<file path="src/core/fiqt_pkg.sv">
package fiqt_pkg;
   // Axis count and datapath widths
   localparam int NAX    = 4;
   localparam int AX_W   = 2;
   localparam int SEL_W  = 3;
   localparam int FB_W   = 16;
   localparam int DAC_W  = 16;
   localparam int ACC_W  = 32;
   localparam int POST_TRIGGER_DISTANCE_W = 23;
   localparam int DATA_W = 32;
   localparam int ADR_W  = 5;
   localparam int BE_W   = 4;

   // Timing: servo update period and event window
   localparam int CLK_PERIOD_NS    = 4;
   localparam int UPDATE_PERIOD_NS = 1000000;
   localparam int UPDATE_CYCLES    = (UPDATE_PERIOD_NS + CLK_PERIOD_NS - 1)
                                     / CLK_PERIOD_NS;
   localparam int DIV_W            = 32;
   localparam int EVT_CNT_W        = 4;
   localparam logic [EVT_CNT_W-1:0] EVT_HOLD_UPDATES = 4'h8;
   localparam logic [EVT_CNT_W-1:0] EVT_CNT_LAST     = 4'h1;

   // Travel limits in feedback counts
   localparam logic signed [ACC_W-1:0] WRONG_DIR_LIMIT = 32'sh0000_FFFF;

   // Register byte offsets
   localparam logic [ADR_W-1:0] OFS_HALT_REQ          = 5'h00;
   localparam logic [ADR_W-1:0] OFS_RESUME_ALLOW      = 5'h04;
   localparam logic [ADR_W-1:0] OFS_HALT_STATUS       = 5'h08;
   localparam logic [ADR_W-1:0] OFS_TRIG_SELECT       = 5'h0C;
   localparam logic [ADR_W-1:0] OFS_POST_TRIGGER_POST_TRIGGER_DISTANCE = 5'h10;
   localparam logic [ADR_W-1:0] OFS_TRIGGER_QUEUE_ARM = 5'h14;
   localparam logic [ADR_W-1:0] OFS_TRIG_STATUS       = 5'h18;
   localparam logic [ADR_W-1:0] OFS_PERR_CLEAR        = 5'h1C;
   localparam int WORD_LSB = 2;

   // Field positions
   localparam int HST_HALT_LSB   = 0;
   localparam int HST_RESUME_LSB = 8;
   localparam int SEL_FAST_LSB   = 0;
   localparam int SEL_MGD_LSB    = 4;
   localparam int TST_HOLD       = 0;
   localparam int TST_FIRED      = 1;
   localparam int TST_PERR_LSB   = 4;
   localparam logic [SEL_W-1:0] FAST_NONE = 3'h0;
   localparam logic [SEL_W-1:0] FAST_ONE  = 3'h1;

   // Trigger sequencer states, Gray along idle-wait-travel
   typedef enum logic [1:0] {
      FIQT_IDLE   = 2'h0,
      FIQT_WAIT   = 2'h1,
      FIQT_TRAVEL = 2'h3
   } fiqt_state_e;

   function automatic logic [NAX-1:0] fiqt_onehot(input logic [AX_W-1:0] a);
      fiqt_onehot = '0;
      fiqt_onehot[a] = 1'b1;
   endfunction

   function automatic logic [DATA_W-1:0] fiqt_be_mask(
      input logic [BE_W-1:0] be);
      for (int i = 0; i < BE_W; i++) begin
         fiqt_be_mask[i*8 +: 8] = {8{be[i]}};
      end
   endfunction
endpackage

</file>
<file path="src/core/fiqt_tick_div.sv">
`timescale 1ns/1ps
`default_nettype none
module fiqt_tick_div #(
   parameter int CYC = fiqt_pkg::UPDATE_CYCLES
) (
   // Clock and reset
   input  wire logic clk_sys,
   input  wire logic arst_n,
   // Servo update enable
   output var  logic tick
);
   import fiqt_pkg::*;

   typedef struct packed {
      logic [DIV_W-1:0] cnt;
      logic             tick;
   } fiqt_div_s;

   fiqt_div_s s_r;
   fiqt_div_s s_nxt;

   localparam logic [DIV_W-1:0] CNT_TOP = DIV_W'(CYC - 1);

   always_comb begin
      s_nxt = s_r;
      s_nxt.tick = 1'b0;
      if (s_r.cnt == CNT_TOP) begin
         s_nxt.cnt  = '0;
         s_nxt.tick = 1'b1;
      end else begin
         s_nxt.cnt = s_r.cnt + DIV_W'(1);
      end
   end

   always_ff @(posedge clk_sys or negedge arst_n) begin
      if (!arst_n) begin
         s_r <= '0;
      end else begin
         s_r <= s_nxt;
      end
   end

   assign tick = s_r.tick;
endmodule
`default_nettype wire

</file>
<file path="src/core/fiqt_evt_stretch.sv">
`timescale 1ns/1ps
`default_nettype none
module fiqt_evt_stretch (
   // Clock and reset
   input  wire logic clk_sys,
   input  wire logic arst_n,
   // Update enable and fast input
   input  wire logic tick,
   input  wire logic fast_in,
   // Stretched event bit
   output var  logic evt
);
   import fiqt_pkg::*;

   typedef struct packed {
      logic                 prev;
      logic                 ev;
      logic [EVT_CNT_W-1:0] cnt;
   } fiqt_evt_s;

   fiqt_evt_s s_r;
   fiqt_evt_s s_nxt;

   always_comb begin
      s_nxt = s_r;
      s_nxt.prev = fast_in;
      if (fast_in && !s_r.prev) begin
         s_nxt.ev  = 1'b1;
         s_nxt.cnt = EVT_HOLD_UPDATES;
      end else if (s_r.ev && tick) begin
         s_nxt.cnt = s_r.cnt - EVT_CNT_LAST;
         if (s_r.cnt == EVT_CNT_LAST) begin
            s_nxt.ev = 1'b0;
         end
      end
   end

   always_ff @(posedge clk_sys or negedge arst_n) begin
      if (!arst_n) begin
         s_r <= '0;
      end else begin
         s_r <= s_nxt;
      end
   end

   assign evt = s_r.ev;
endmodule
`default_nettype wire

</file>
<file path="src/core/fiqt_core.sv">
`timescale 1ns/1ps
`default_nettype none
// Functional notes
// - Halt opens loop and zeroes command
// - Halt enters resume mode when allowed
// - Halt query returns active halt flag
// - Hold until fast input plus distance
// - Wrong-direction travel raises program error
// - Program error sticky until explicit clear
// - Event bit lasts eight updates
// - Fast input before arming is ignored
// - Start mode starts held move
// - Transition mode aborts, starts next move
// - Early completion lets next move run
// - End mode terminates move on release
// - No fast input: move ends normally
// - Arming with axis zero cancels hold
// - Managed axis selected independently
module fiqt_core #(
   parameter int UPDATE_CYC = fiqt_pkg::UPDATE_CYCLES
) (
   // Clock and reset
   input  wire logic                                      clk_sys,
   input  wire logic                                      arst_n,
   // Avalon-MM slave
   input  wire logic [fiqt_pkg::ADR_W-1:0]                avs_address,
   input  wire logic                                      avs_read,
   input  wire logic                                      avs_write,
   input  wire logic [fiqt_pkg::DATA_W-1:0]               avs_writedata,
   input  wire logic [fiqt_pkg::BE_W-1:0]                 avs_byteenable,
   output var  logic [fiqt_pkg::DATA_W-1:0]               avs_readdata,
   output var  logic                                      avs_waitrequest,
   // Axis feedback
   input  wire logic [fiqt_pkg::NAX-1:0]                  fast_in,
   input  wire logic [fiqt_pkg::NAX-1:0][fiqt_pkg::FB_W-1:0] fb_delta,
   // Servo command path
   input  wire logic [fiqt_pkg::NAX-1:0][fiqt_pkg::DAC_W-1:0] dac_cmd,
   output var  logic [fiqt_pkg::NAX-1:0][fiqt_pkg::DAC_W-1:0] dac_out,
   output var  logic [fiqt_pkg::NAX-1:0]                  loop_closed,
   output var  logic [fiqt_pkg::NAX-1:0]                  halt_active_flag,
   output var  logic [fiqt_pkg::NAX-1:0]                  resume_mode,
   // Queue status from motion generators
   input  wire logic [fiqt_pkg::NAX-1:0]                  q_active_loaded,
   input  wire logic [fiqt_pkg::NAX-1:0]                  q_running,
   input  wire logic [fiqt_pkg::NAX-1:0]                  q_next_loaded,
   input  wire logic [fiqt_pkg::NAX-1:0]                  q_done,
   // Queue control to motion generators
   output var  logic [fiqt_pkg::NAX-1:0]                  q_hold,
   output var  logic [fiqt_pkg::NAX-1:0]                  q_start,
   output var  logic [fiqt_pkg::NAX-1:0]                  q_switch,
   output var  logic [fiqt_pkg::NAX-1:0]                  q_end,
   output var  logic [fiqt_pkg::NAX-1:0]                  prog_error
);
   import fiqt_pkg::*;

   typedef struct packed {
      logic [NAX-1:0]             halt;
      logic [NAX-1:0]             resume;
      logic [NAX-1:0]             resume_allow;
      logic [NAX-1:0]             perr;
      logic [NAX-1:0][DAC_W-1:0]  dac;
      logic [SEL_W-1:0]           fast_sel;
      logic [AX_W-1:0]            mgd_sel;
      logic [POST_TRIGGER_DISTANCE_W-1:0]          post_trigger_distance;
      fiqt_state_e                st;
      logic [AX_W-1:0]            fidx;
      logic [AX_W-1:0]            midx;
      logic [POST_TRIGGER_DISTANCE_W-1:0]          arm_post_trigger_distance;
      logic                       ran_at_arm;
      logic                       fired;
      logic [ACC_W-1:0]           acc;
      logic [NAX-1:0]             evt_prev;
      logic [NAX-1:0]             start;
      logic [NAX-1:0]             switch_mv;
      logic [NAX-1:0]             end_mv;
      logic                       ack;
      logic [DATA_W-1:0]          rdata;
   } fiqt_core_s;

   fiqt_core_s s_r;
   fiqt_core_s s_nxt;

   logic                     tick;
   logic [NAX-1:0]           evt;
   logic                     req;
   logic                     wr_take;
   logic [DATA_W-1:0]        wmask;
   logic [ADR_W-1:0]         wadr;
   logic                     wr_arm;
   logic                     holding;
   logic                     evt_rise;
   logic                     dir_pos;
   logic signed [ACC_W-1:0]  acc_s;
   logic signed [ACC_W-1:0]  post_trigger_distance_ext;
   logic signed [ACC_W-1:0]  delta_ext;
   logic                     reached;
   logic                     wrong_dir;
   logic                     done_cancel;

   fiqt_tick_div #(
      .CYC(UPDATE_CYC)
   ) u_div (
      .clk_sys(clk_sys),
      .arst_n (arst_n),
      .tick   (tick)
   );

   for (genvar g = 0; g < NAX; g++) begin : g_evt
      fiqt_evt_stretch u_evt (
         .clk_sys(clk_sys),
         .arst_n (arst_n),
         .tick   (tick),
         .fast_in(fast_in[g]),
         .evt    (evt[g])
      );
   end

   // Bus: one wait cycle, write acts on the edge after the wait ends
   assign req     = avs_read || avs_write;
   assign wr_take = avs_write && s_r.ack;
   assign wmask   = fiqt_be_mask(avs_byteenable);
   assign wadr    = {avs_address[ADR_W-1:WORD_LSB], {WORD_LSB{1'b0}}};
   assign wr_arm  = wr_take && (wadr == OFS_TRIGGER_QUEUE_ARM)
                    && avs_byteenable[0];

   // Sequencer helpers
   assign holding   = (s_r.st != FIQT_IDLE);
   assign evt_rise  = evt[s_r.fidx] && !s_r.evt_prev[s_r.fidx];
   assign dir_pos   = !s_r.arm_post_trigger_distance[POST_TRIGGER_DISTANCE_W-1];
   assign acc_s     = $signed(s_r.acc);
   assign post_trigger_distance_ext  = $signed({{(ACC_W-POST_TRIGGER_DISTANCE_W){s_r.arm_post_trigger_distance[POST_TRIGGER_DISTANCE_W-1]}},
                               s_r.arm_post_trigger_distance});
   assign delta_ext = $signed({{(ACC_W-FB_W){fb_delta[s_r.fidx][FB_W-1]}},
                               fb_delta[s_r.fidx]});
   assign reached   = dir_pos ? (acc_s >= post_trigger_distance_ext) : (acc_s <= post_trigger_distance_ext);
   assign wrong_dir = dir_pos ? (acc_s < -WRONG_DIR_LIMIT)
                              : (acc_s > WRONG_DIR_LIMIT);
   assign done_cancel = holding && s_r.ran_at_arm && q_done[s_r.midx];

   always_comb begin
      s_nxt = s_r;
      s_nxt.start     = '0;
      s_nxt.switch_mv = '0;
      s_nxt.end_mv    = '0;
      s_nxt.evt_prev  = evt;
      s_nxt.ack       = req && !s_r.ack;

      if (avs_read && !s_r.ack) begin
         s_nxt.rdata = '0;
         unique case (wadr)
            OFS_RESUME_ALLOW: begin
               s_nxt.rdata[NAX-1:0] = s_r.resume_allow;
            end
            OFS_HALT_STATUS: begin
               s_nxt.rdata[HST_HALT_LSB +: NAX]   = s_r.halt;
               s_nxt.rdata[HST_RESUME_LSB +: NAX] = s_r.resume;
            end
            OFS_TRIG_SELECT: begin
               s_nxt.rdata[SEL_FAST_LSB +: SEL_W] = s_r.fast_sel;
               s_nxt.rdata[SEL_MGD_LSB +: AX_W]   = s_r.mgd_sel;
            end
            OFS_POST_TRIGGER_POST_TRIGGER_DISTANCE: begin
               s_nxt.rdata = DATA_W'(post_trigger_distance_ext_of(s_r.post_trigger_distance));
            end
            OFS_TRIG_STATUS: begin
               s_nxt.rdata[TST_HOLD]             = holding;
               s_nxt.rdata[TST_FIRED]            = s_r.fired;
               s_nxt.rdata[TST_PERR_LSB +: NAX]  = s_r.perr;
            end
            default: begin
               s_nxt.rdata = '0;
            end
         endcase
      end

      if (wr_take) begin
         unique case (wadr)
            OFS_HALT_REQ: begin
               if (avs_byteenable[0]) begin
                  s_nxt.halt = s_r.halt
                               | fiqt_onehot(avs_writedata[AX_W-1:0]);
                  s_nxt.resume = s_r.resume
                                 | (fiqt_onehot(avs_writedata[AX_W-1:0])
                                    & s_r.resume_allow);
               end
            end
            OFS_RESUME_ALLOW: begin
               s_nxt.resume_allow = NAX'((DATA_W'(s_r.resume_allow) & ~wmask)
                                         | (avs_writedata & wmask));
            end
            OFS_TRIG_SELECT: begin
               if (avs_byteenable[0]) begin
                  s_nxt.fast_sel = avs_writedata[SEL_FAST_LSB +: SEL_W];
                  s_nxt.mgd_sel  = avs_writedata[SEL_MGD_LSB +: AX_W];
               end
            end
            OFS_POST_TRIGGER_POST_TRIGGER_DISTANCE: begin
               s_nxt.post_trigger_distance = POST_TRIGGER_DISTANCE_W'((DATA_W'(s_r.post_trigger_distance) & ~wmask)
                                    | (avs_writedata & wmask));
            end
            OFS_PERR_CLEAR: begin
               // Only explicit clear; set below wins
               if (avs_byteenable[0]) begin
                  s_nxt.perr = s_r.perr & ~avs_writedata[NAX-1:0];
               end
            end
            default: begin
            end
         endcase
      end

      // Halt zeroes the command at once
      for (int i = 0; i < NAX; i++) begin
         s_nxt.dac[i] = s_nxt.halt[i] ? '0 : dac_cmd[i];
      end

      if (wr_arm) begin
         if (s_r.fast_sel == FAST_NONE) begin
            s_nxt.st = FIQT_IDLE;
         end else begin
            s_nxt.st         = FIQT_WAIT;
            s_nxt.fidx       = AX_W'(s_r.fast_sel - FAST_ONE);
            s_nxt.midx       = s_r.mgd_sel;
            s_nxt.arm_post_trigger_distance   = s_r.post_trigger_distance;
            s_nxt.ran_at_arm = q_running[s_r.mgd_sel];
            s_nxt.fired      = 1'b0;
            s_nxt.acc        = '0;
         end
      end else if (done_cancel) begin
         s_nxt.st = FIQT_IDLE;
      end else begin
         unique case (s_r.st)
            FIQT_IDLE: begin
            end
            FIQT_WAIT: begin
               if (evt_rise) begin
                  s_nxt.st    = FIQT_TRAVEL;
                  s_nxt.fired = 1'b1;
                  s_nxt.acc   = '0;
               end else if (tick) begin
                  s_nxt.acc = ACC_W'(acc_s + delta_ext);
               end
            end
            FIQT_TRAVEL: begin
               if (reached) begin
                  s_nxt.st = FIQT_IDLE;
                  if (q_running[s_r.midx] && q_next_loaded[s_r.midx]) begin
                     s_nxt.switch_mv = fiqt_onehot(s_r.midx);
                  end else if (q_running[s_r.midx]) begin
                     s_nxt.end_mv = fiqt_onehot(s_r.midx);
                  end else if (q_active_loaded[s_r.midx]) begin
                     s_nxt.start = fiqt_onehot(s_r.midx);
                  end
               end else if (tick) begin
                  s_nxt.acc = ACC_W'(acc_s + delta_ext);
               end
            end
            default: begin
               s_nxt.st = FIQT_IDLE;
            end
         endcase
      end

      if (holding && wrong_dir && !wr_arm) begin
         s_nxt.perr = s_nxt.perr | fiqt_onehot(s_r.midx);
      end
   end

   function automatic logic [ACC_W-1:0] post_trigger_distance_ext_of(
      input logic [POST_TRIGGER_DISTANCE_W-1:0] d);
      post_trigger_distance_ext_of = {{(ACC_W-POST_TRIGGER_DISTANCE_W){d[POST_TRIGGER_DISTANCE_W-1]}}, d};
   endfunction

   always_ff @(posedge clk_sys or negedge arst_n) begin
      if (!arst_n) begin
         s_r <= '0;
      end else begin
         s_r <= s_nxt;
      end
   end

   assign avs_readdata     = s_r.rdata;
   assign avs_waitrequest  = req && !s_r.ack;
   assign dac_out          = s_r.dac;
   assign loop_closed      = ~s_r.halt;
   assign halt_active_flag = s_r.halt;
   assign resume_mode      = s_r.resume;
   // Only an idle move is held; a running one may chain on naturally
   assign q_hold   = (holding && !s_r.ran_at_arm) ? fiqt_onehot(s_r.midx)
                                                  : '0;
   assign q_start    = s_r.start;
   assign q_switch   = s_r.switch_mv;
   assign q_end      = s_r.end_mv;
   assign prog_error = s_r.perr;

   for (genvar g = 0; g < NAX; g++) begin : g_chk

   end
endmodule
`default_nettype wire

</file>
<file path="config.mk">
export PLATFORM = sky130hd
export DESIGN_NAME = fiqt_core
export DESIGN_NICKNAME = d
export VERILOG_FILES = /design/src/core/fiqt_pkg.sv /design/src/core/fiqt_tick_div.sv /design/src/core/fiqt_evt_stretch.sv /design/src/core/fiqt_core.sv
export SDC_FILE = /design/constraint.sdc
export NUM_CORES = 1
export LEC_CHECK = 0
export BUFFER_PORTS_ARGS = -buffer_cell sky130_fd_sc_hd__buf_4
export CAP_MARGIN = 20
export CORE_UTILIZATION = 55
export CTS_CLUSTER_DIAMETER = 30
export CTS_CLUSTER_SIZE = 20
export DETAILED_ROUTE_END_ITERATION = 10
export GPL_ROUTABILITY_DRIVEN = 0
export PLACE_DENSITY = 0.88
export SYNTH_ARGS = -nofsm -noshare
export SYNTH_HDL_FRONTEND = slang
export SYNTH_SLANG_ARGS = --single-unit
</file>
<file path="constraint.sdc">
create_clock -name clk_sys -period 5.4 [get_ports clk_sys]
set_input_delay 0.81 -clock clk_sys [delete_from_list [all_inputs] [get_ports clk_sys]]
set_output_delay 0.81 -clock clk_sys [all_outputs]
set_load 0.005 [all_outputs]
</file>
==> results.md, run 1 <==
- Final Cycle Share: 77.37%
- Post-synth EDFFs: 0
- WL/cell: 19.48 um
- Placed Cells: 1849
- Net count, final: 1843
- Starting Density: 56.31%
- Area Growth Syn to Fin: 25.49%
- Total congestion overflow: 0
- Worst Max-Slew Pin Slew: 0.9891 ns
- Commonest non-fill, non-tap cell in the layout: buf_4
- Initial DRT Pass Iterations: 6
- Die W: 163.0 um
- RSZ-0062 raised after global routing: no
- Endpoint type of the worst setup path: flop
- Fillers: 1679
- Crit Path Category: flop to flop
- Top-level port count: 322
- Worst hold slack: 0.3264 ns
- Final ANT Viol Nets: 0
- # setup viols final: 0
- Global-route wire length before repair: 59.27 mm
- Register area: 6706 um2
- Non-filler cells, final: 1950
- Most frequent cells in the layout: 316 x buf_4, 268 x dfrtp_1, 136 x nand2_1
- Avg Inst Size Synth: 10.49 um2
- Worst Hold Class: input port to async pin
- Post-synthesis sequential area ratio: 47.02%
- Max IR drop VDD: 0.2806 mV
- Vias in the first global route: 11540
- Number of cell rows: 58
- Clk slew on worst S/H paths: 0.05 ns
- Core area: 25330 um2
- CP max FO: 19
- Post-CTS setup buffers: 0
- Status: finished, final reports clean
- Remaining DRCs: 0
- Port buffer count: 309
- Primary FF master, synth: dfrtp_1
- CTS resizes: 0
- Routed Wire Length: 37.98 mm
- CTS root buf: clkbuf_16
- Yosys warns: 0
- Clock latency on the worst-skew pair: 0.56 ns
- Critical path buffers and inverters: 0
- Cts bufs inserted: 54
- CTS tree: done
- Final min period: 4.178 ns
- CTS Hold Buffers Added: 0
- Number of DRC markers in iteration 0: 1036
- Worst slew margin: 34.06%
- Max-slew violation count: 0
- H-tree levels: 2
- Synthesized flop and latch total: 268
- Worst setup slack after layout: 1.222 ns
- Fmax: 239.4 MHz
- Largest net degree at the start of global routing: 126
- Kind of cell adding the most delay to the critical path: simple AND/OR/NAND/NOR gates
- Total power divided by cell area: 382.4 nW/um2
- Dpl cell area: 16020 um2
- Clk sink count: 268
- Design Area, Final: 17900 um2
- Lkg Pwr: 8.588 nW
- Post-synth ARST share: 100.0%
- Critical path arrival: 4.61 ns
- Crit path cell chain: mux4_2 -> ha_1 -> nand2_1 -> nand4_1 -> nor4_2 -> a211oi_1 -> nor3_2 -> o41ai_1 -> or2_1 -> a2111o_1 -> a32o_2
- Yosys cell types: 85
- Antenna violations before repair: 0
- Final core occ: 70.67%
- DIE AREA: 26580 um2
- HPWL Detailed: 25.91 mm
- CP max stage delay: 0.91 ns
- Setup TNS: 0 ns
- Die Span Y: 163.0 um
- Final hold violation count: 0
- GRT Util Overall: 28.43%
- Synth Instances: 1359
- Synthesized area: 14260 um2
- Worst setup SP type: flop
- Critical path required time: 5.84 ns
- Max_cap viols: 0
- Share of post-route cells with drive strength above 1: 31.42%
- Vias post-DR: 11330
- Pre-CTS WS: 1.258 ns
- Synth Net Count: 1626
- Overall Power: 6.845 mW
- Antenna Cells: 0
- Skew final: 0.02695 ns
- Routed vias/inst: 5.812
- Multi-input logic area: 6280 um2
- Maximum clock path buffer count: 3
- Critical-path top delay cell: dfrtp_1
[routing by layer]
layer  wire (um)  up-vias  GRT usage, %
li1            -     5093             -
met1       15030     5567         36.27
met2       18830      552         47.37
met3        2830      122         5.460
met4        1297        0         11.94
met5           0        -             0
[synth_stat cells (22+ instances only)]
| library cell | number | area share [%] |
|---|---|---|
| and2_1 | 65 | 2.9 |
| o21ai_0 | 79 | 2.8 |
| a21oi_1 | 54 | 1.9 |
| nand3_1 | 28 | 0.98 |
| nor2_1 | 75 | 2.0 |
| xor2_1 | 23 | 1.4 |
| a22o_1 | 22 | 1.4 |
| nand2_1 | 136 | 3.6 |
| inv_1 | 58 | 1.5 |
| clkbuf_1 | 29 | 0.76 |
| ha_1 | 73 | 6.4 |
| mux2_2 | 35 | 2.8 |
| xnor2_1 | 44 | 2.7 |
| dfrtp_1 | 268 | 47 |
| buf_4 | 121 | 6.4 |
[report_power, final]
part           switching [mW]  leakage, nW  internal [mW]
Clock                    1.13        0.896           2.22
Sequential              0.141         3.42           2.20
Combinational           0.609         4.27          0.541
Total                    1.88         8.59           4.96
[final timing paths]
kind,startpoint,endpoint,cells after the start,slack (ns)
min in group clk_sys,fast_in[2],g_evt[2].u_evt.s_r[5],1,0.39
worst min-delay path,arst_n,q_switch[0],1,0.33
worst max register to register,s_r[109],acc_s[28],11,1.22
max in group asynchronous,arst_n,avs_readdata[0],2,3.87
worst min register to register,g_evt[1].u_evt.evt,s_r[46],0,0.46
worst max-delay path,s_r[109],acc_s[28],11,1.22
[final cells by class]
class / count / area share [%]
clock buffers: 61 / 8.095
clock inverters: 39 / 2.356
flip-flops and latches: 268 / 37.47
multi-input cells: 875 / 35.09
inverters: 59 / 1.237
repair buffers: 318 / 13.45
well taps: 330 / 2.307
[logic make-up (layout without fill, tap and decap cells)]
| group | count (synthesis) | in the layout | share of synthesized area, % |
|---|---|---|---|
| mux | 57 | 57 | 5.974 |
| xor+xnor | 68 | 68 | 4.228 |
| simple gates | 423 | 423 | 15.06 |
| buf+inv | 216 | 477 | 9.062 |
| flops | 268 | 268 | 47.02 |
| compound gates | 253 | 253 | 12.11 |
| fa+ha+maj | 74 | 74 | 6.544 |
No activity file was read; power rests on OpenSTA's default activity.
==> run 2, diff against run 1 <==
--- a/config.mk
+++ b/config.mk
@@ -7,12 +7,12 @@
 export LEC_CHECK = 0
 export BUFFER_PORTS_ARGS = -buffer_cell sky130_fd_sc_hd__buf_4
 export CAP_MARGIN = 20
-export CORE_UTILIZATION = 55
+export CORE_UTILIZATION = 50
 export CTS_CLUSTER_DIAMETER = 30
 export CTS_CLUSTER_SIZE = 20
 export DETAILED_ROUTE_END_ITERATION = 10
 export GPL_ROUTABILITY_DRIVEN = 0
-export PLACE_DENSITY = 0.88
+export PLACE_DENSITY = 0.85
 export SYNTH_ARGS = -nofsm -noshare
 export SYNTH_HDL_FRONTEND = slang
 export SYNTH_SLANG_ARGS = --single-unit
==> constraint.sdc (replaced) <==
create_clock -name clk_sys -period 3.4 [get_ports clk_sys]
set_input_delay 0.51 -clock clk_sys [delete_from_list [all_inputs] [get_ports clk_sys]]
set_output_delay 0.51 -clock clk_sys [all_outputs]
set_load 0.005 [all_outputs]
==> run 2 against run 1 <==
  * The run now ends with setup timing left
  * Via count grew 3.8%
  * Worst hold slack lost 0.25 ns
  * Critical path type unchanged
  * Worst setup slack worse by 1.4 ns
  * Clock power is 61% higher
  * Register-to-register slack lost 1.4 ns
  * Core utilization decreased by 1.7 points
==> results.md, run 2 (synthesis gave the netlist of run 1 again) <==
- Status: finished with violations
- Violated checks: setup timing
- Reg2Reg Launch Point: s_r[108]
- Crit path cell chain: buf_6 -> mux4_2 -> buf_6 -> ha_1 -> a21oi_1 -> o21bai_1 -> a21oi_1 -> nor2b_1 -> o21ai_1 -> o41ai_2 -> or2_1 -> a2111o_1 -> a32o_2
- Top-level port count: 322
- Hold Startpoint: fast_in[2]
- Placed Cells: 1994
- CP max FO: 16
- DIE AREA: 29210 um2
- Commonest non-fill, non-tap cell in the layout: buf_4
- Core area: 27930 um2
- Reg2Reg Depth: 13
- Global-route wire length before repair: 63.26 mm
- Total power divided by cell area: 590.8 nW/um2
- Max_cap viols: 0
- Clk slew on worst S/H paths: 0.05 ns
- CP max stage delay: 0.62 ns
- Total congestion overflow: 0
- Hold endpoint: g_evt[2].u_evt.s_r[5]
- WL/cell: 19.36 um
- Maximum clock path buffer count: 3
- Worst setup SP type: flop
- Multi-input logic area: 6620 um2
- H-tree levels: 2
- Fmax: 280.7 MHz
- Skew final: 0.03371 ns
- Antenna violations before repair: 1
- GRT Util Overall: 27.74%
- Final hold violation count: 0
- Share of post-route cells with drive strength above 1: 37.63%
- Cts bufs inserted: 53
- Number of cell rows: 61
- Overall Power: 11.38 mW
- Initial DRT Pass Iterations: 6
- Non-filler cells, final: 2109
- R2R Path End: acc_s[28]
- Critical path buffers and inverters: 2
- Largest net degree at the start of global routing: 84
- Routed Wire Length: 40.84 mm
- Endpoint type of the worst setup path: flop
- RSZ-0062 raised after global routing: yes
- CTS tree: done
- Setup TNS: -0.5060 ns
- Max IR drop VDD: 0.4815 mV
- Starting Density: 51.06%
- HPWL Detailed: 28.28 mm
- Crit Path Category: flop to flop
- Routed vias/inst: 5.579
- Die W: 170.9 um
- Fillers: 1894
- Final Cycle Share: 104.8%
- Die Span Y: 170.9 um
- Max-slew violation count: 0
- Kind of cell adding the most delay to the critical path: compound AO/OA/AOI/OAI gates
- Worst Max-Slew Pin Slew: 1.104 ns
- Worst setup slack after layout: -0.1627 ns
- WHS Path Cells: 1
- Remaining DRCs: 0
- Most frequent cells in the layout: 416 x buf_4, 267 x dfrtp_1, 134 x nand2_1
- Vias in the first global route: 12170
- Clk sink count: 268
- Pre-CTS WS: -0.2804 ns
- Number of DRC markers in iteration 0: 1072
- Final ANT Viol Nets: 0
- # setup viols final: 6
- Critical path arrival: 4.00 ns
- R2R Setup Slk: -0.16 ns
- Critical-path top delay cell: mux4_2
- Clock latency on the worst-skew pair: 0.56 ns
- Register area: 6708 um2
- CTS root buf: clkbuf_16
- Worst slew margin: 26.43%
- Vias post-DR: 11770
- Critical path required time: 3.84 ns
- Area Growth Syn to Fin: 35.04%
- Port buffer count: 309
- Net count, final: 1954
- Final min period: 3.563 ns
- Worst Hold Class: input port to flop
- Lkg Pwr: 9.236 nW
[run 2: changes by cell type in the layout (fill, tap and decap cells not counted), sizes merged, moves of 2 or more]
cell and delta:
buf +111, inv +3, bufinv +2, clkinv -9
clkbuf +7, clkinvlp -5
[run 2: area by class of cell]
type	instances	share of cell area [%]
antenna	1	0.01299
clock buffer	68	7.653
clock inverter	30	2.170
inverter	59	1.150
multi-input combinational	875	34.37
sequential	268	34.83
tap	378	2.456
timing repair buffer	430	17.36
[run 2: timing repair]
action                                  CTS  global route
hold buffers                              1             0
buffers inserted                          7             7
pin swaps                                24            12
endpoints found under the setup margin    9            29
resized for setup                        30            23
cloned                                    1             0
endpoints found under the hold margin    40             0
[run 2: power by group]
| group | internal [mW] | total [mW] | switching, mW |
|---|---|---|---|
| clock network | 3.67 | 5.41 | 1.73 |
| registers | 3.50 | 3.70 | 0.201 |
| logic | 1.13 | 2.27 | 1.14 |
[run 2: layer usage]
layer  wire [um]  track usage, %  part of all wire (%)
met5           0               0                     0
met1       16210           34.82                    40
met4        1397           10.99                   3.4
met3        3029           5.667                   7.4
met2       20210           46.87                    49
[run 2: per-stage QoR]
stage,cell area [um2],hold slack [ns],util [%]
after global placement,16940,0.4209,60.62
after floorplan,14360,0.2144,-
final,19260,0.07346,68.95
after CTS,19080,0.06880,68.32
after global routing,19260,0.06650,68.95
after detailed placement,16940,0.4252,60.62
[run 2: worst max-delay path by stage]
stage	start	to	slack [ns]	depth (start not counted)
after floorplan	s_r[108]	acc_s[28]	-0.06	13
after global placement	fb_delta[1]	acc_s[25]	-0.24	12
after detailed placement	fb_delta[1]	acc_s[25]	-0.28	12
after CTS	s_r[108]	acc_s[31]	-0.11	15
after global routing	s_r[108]	acc_s[28]	-0.24	13
final	s_r[108]	acc_s[28]	-0.16	13
==> run 3, diff against run 2 <==
--- a/config.mk
+++ b/config.mk
@@ -13,6 +13,8 @@
 export DETAILED_ROUTE_END_ITERATION = 10
 export GPL_ROUTABILITY_DRIVEN = 0
 export PLACE_DENSITY = 0.85
+export SKIP_LAST_GASP = 1
 export SYNTH_ARGS = -nofsm -noshare
 export SYNTH_HDL_FRONTEND = slang
 export SYNTH_SLANG_ARGS = --single-unit
+export TNS_END_PERCENT = 30
==> run 3 against run 2 <==
  * The flow still finishes with violations (setup timing)
  * Global-route usage about the same
  * Die area did not move
  * Sequential power about the same
  * Non-clock buffer count shrank 3
==> results.md, run 3 (synthesis gave the netlist of run 1 again) <==
- WL/cell: 19.41 um
- # setup viols final: 9
- R2R Path End: acc_s[28]
- Sw Share: 26.99%
- Max IR drop VDD: 0.4816 mV
- Final min period: 3.729 ns
- Worst Hold Class: input port to flop
- Worst slew margin: 26.66%
- Commonest non-fill, non-tap cell in the layout: buf_4
- Clk slew on worst S/H paths: 0.05 ns
- R2R Setup Slk: -0.33 ns
- Design Area, Final: 19160 um2
- Maximum clock path buffer count: 3
- Vias post-DR: 11740
- HPWL Detailed: 28.28 mm
- Critical path arrival: 4.16 ns
- Starting Density: 51.06%
- Routed vias/inst: 5.574
- Critical path required time: 3.83 ns
- Net count, final: 1951
- Reg2Reg Depth: 14
- Die Span Y: 170.9 um
- Clock latency on the worst-skew pair: 0.56 ns
- Routed Wire Length: 40.88 mm
- Critical Path End: acc_s[28]
- Worst setup SP type: flop
- Clk sink count: 268
- Max_cap viols: 0
- Worst setup slack after layout: -0.3291 ns
- Reg2Reg Launch Point: s_r[108]
- Critical-path top delay cell: mux4_2
- P_sw: 3.063 mW
- Vias in the first global route: 12190
- Skew final: 0.03067 ns
- DIE AREA: 29210 um2
- Clock power frac: 47.7%
- Fmax: 268.2 MHz
- CP max FO: 5
- Most frequent cells in the layout: 416 x buf_4, 267 x dfrtp_1, 134 x nand2_1
- Area Growth Syn to Fin: 34.35%
- GRT Util Overall: 27.74%
- Total power divided by cell area: 592.2 nW/um2
- Endpoint type of the worst setup path: flop
- Lkg Pwr: 9.218 nW
- Share of post-route cells with drive strength above 1: 37.06%
- Remaining DRCs: 0
- Antenna violations before repair: 1
- Number of cell rows: 61
- Pre-CTS WS: -0.2804 ns
- Most common cell on crit path: buf_6
- Final Cycle Share: 109.7%
- Initial DRT Pass Iterations: 5
- Worst Max-Slew Pin Slew: 1.100 ns
- Port buffer count: 309
- Global-route wire length before repair: 63.27 mm
- Crit path cell chain: buf_6 -> buf_6 -> mux4_2 -> ha_4 -> buf_4 -> nor2b_4 -> o211ai_1 -> a21o_1 -> a211oi_2 -> nor3_2 -> o41ai_2 -> or2_1 -> a2111o_1 -> a32o_2
- Largest net degree at the start of global routing: 84
- Crit path from: s_r[108]
- Total congestion overflow: 0
- Violated checks: setup timing
- Final ANT Viol Nets: 0
- Die W: 170.9 um
- Power share of the combinational group: 19.7%
- H-tree levels: 2
- Flop pwr share: 32.6%
- Top-level port count: 322
- CTS root buf: clkbuf_16
- WHS Path Cells: 1
- Status: finished with violations
- Number of DRC markers in iteration 0: 1163
- Cts bufs inserted: 53
- Final hold violation count: 0
- Overall Power: 11.35 mW
- Max-slew violation count: 0
- CTS tree: done
- Hold Startpoint: fast_in[2]
- Core area: 27930 um2
- RSZ-0062 raised after global routing: yes
- Crit Path Category: flop to flop
- Dpl cell area: 16940 um2
- Int Power: 8.286 mW
- CP max stage delay: 0.51 ns
[run 3: worst max-delay path: cells and delay by family, from the launching register on]
family / cells / cell delay (ns)
mux: 1 / 0.51
buf+inv: 3 / 0.41
compound gates: 6 / 1.33
flops: 1 / 0.39
fa+ha+maj: 1 / 0.23
simple gates: 3 / 0.72
[run 3: worst min-delay path by stage]
stage	end	slack (ns)
final	g_evt[2].u_evt.s_r[5]	0.08
after global routing	g_evt[2].u_evt.s_r[5]	0.07
after CTS	g_evt[2].u_evt.s_r[5]	0.07
after detailed placement	s_r[45]	0.43
after global placement	s_r[45]	0.42
after floorplan	async pin	0.21
[run 3: power groups by stage]
stage	registers [mW]	logic (mW)	clock network [mW]
3_3_place_gp	3.72	1.98	0
6_report	3.70	2.24	5.41
2_1_floorplan	3.65	1.32	0
3_5_place_dp	3.74	2.06	0
4_1_cts	3.69	2.16	5.46
5_1_grt	3.73	2.43	5.66
[run 3: through the flow]
step	utilization [%]	TNS (ns)	instances	hold WS [ns]
finish	68.60	-1.354	2106	0.07709
global route	68.60	-2.593	2106	0.06658
CTS	68.14	-0.6319	2100	0.06880
detailed placement	60.62	-1.261	1994	0.4252
global placement	60.62	-0.9159	1994	0.4209
floorplan	-	-0.09869	1359	0.2144
[run 3: cell type report]
type	count	area (um2)
Antenna cell	1	2.502
Tap cell	378	473.0
Clock inverter	30	417.9
Clock buffer	68	1474
Timing Repair Buffer	427	3309
Inverter	59	221.5
Multi-Input combinational cell	875	6556
Fill cell	1917	8772
Sequential cell	268	6708
[run 3: layer usage]
layer	track usage, %	share of wire, %
met1	34.87	40
met2	46.73	49
met3	5.644	7.1
met4	11.26	3.6
met5	0	0
[run 3: what timing repair did]
item / in CTS / in global routing
gates cloned: 1 / 0
hold buffers: 1 / 0
gates resized for setup: 19 / 18
pin swaps: 20 / 13
setup endpoints to repair: 9 / 29
hold endpoints to repair: 40 / 0
buffers inserted: 6 / 5
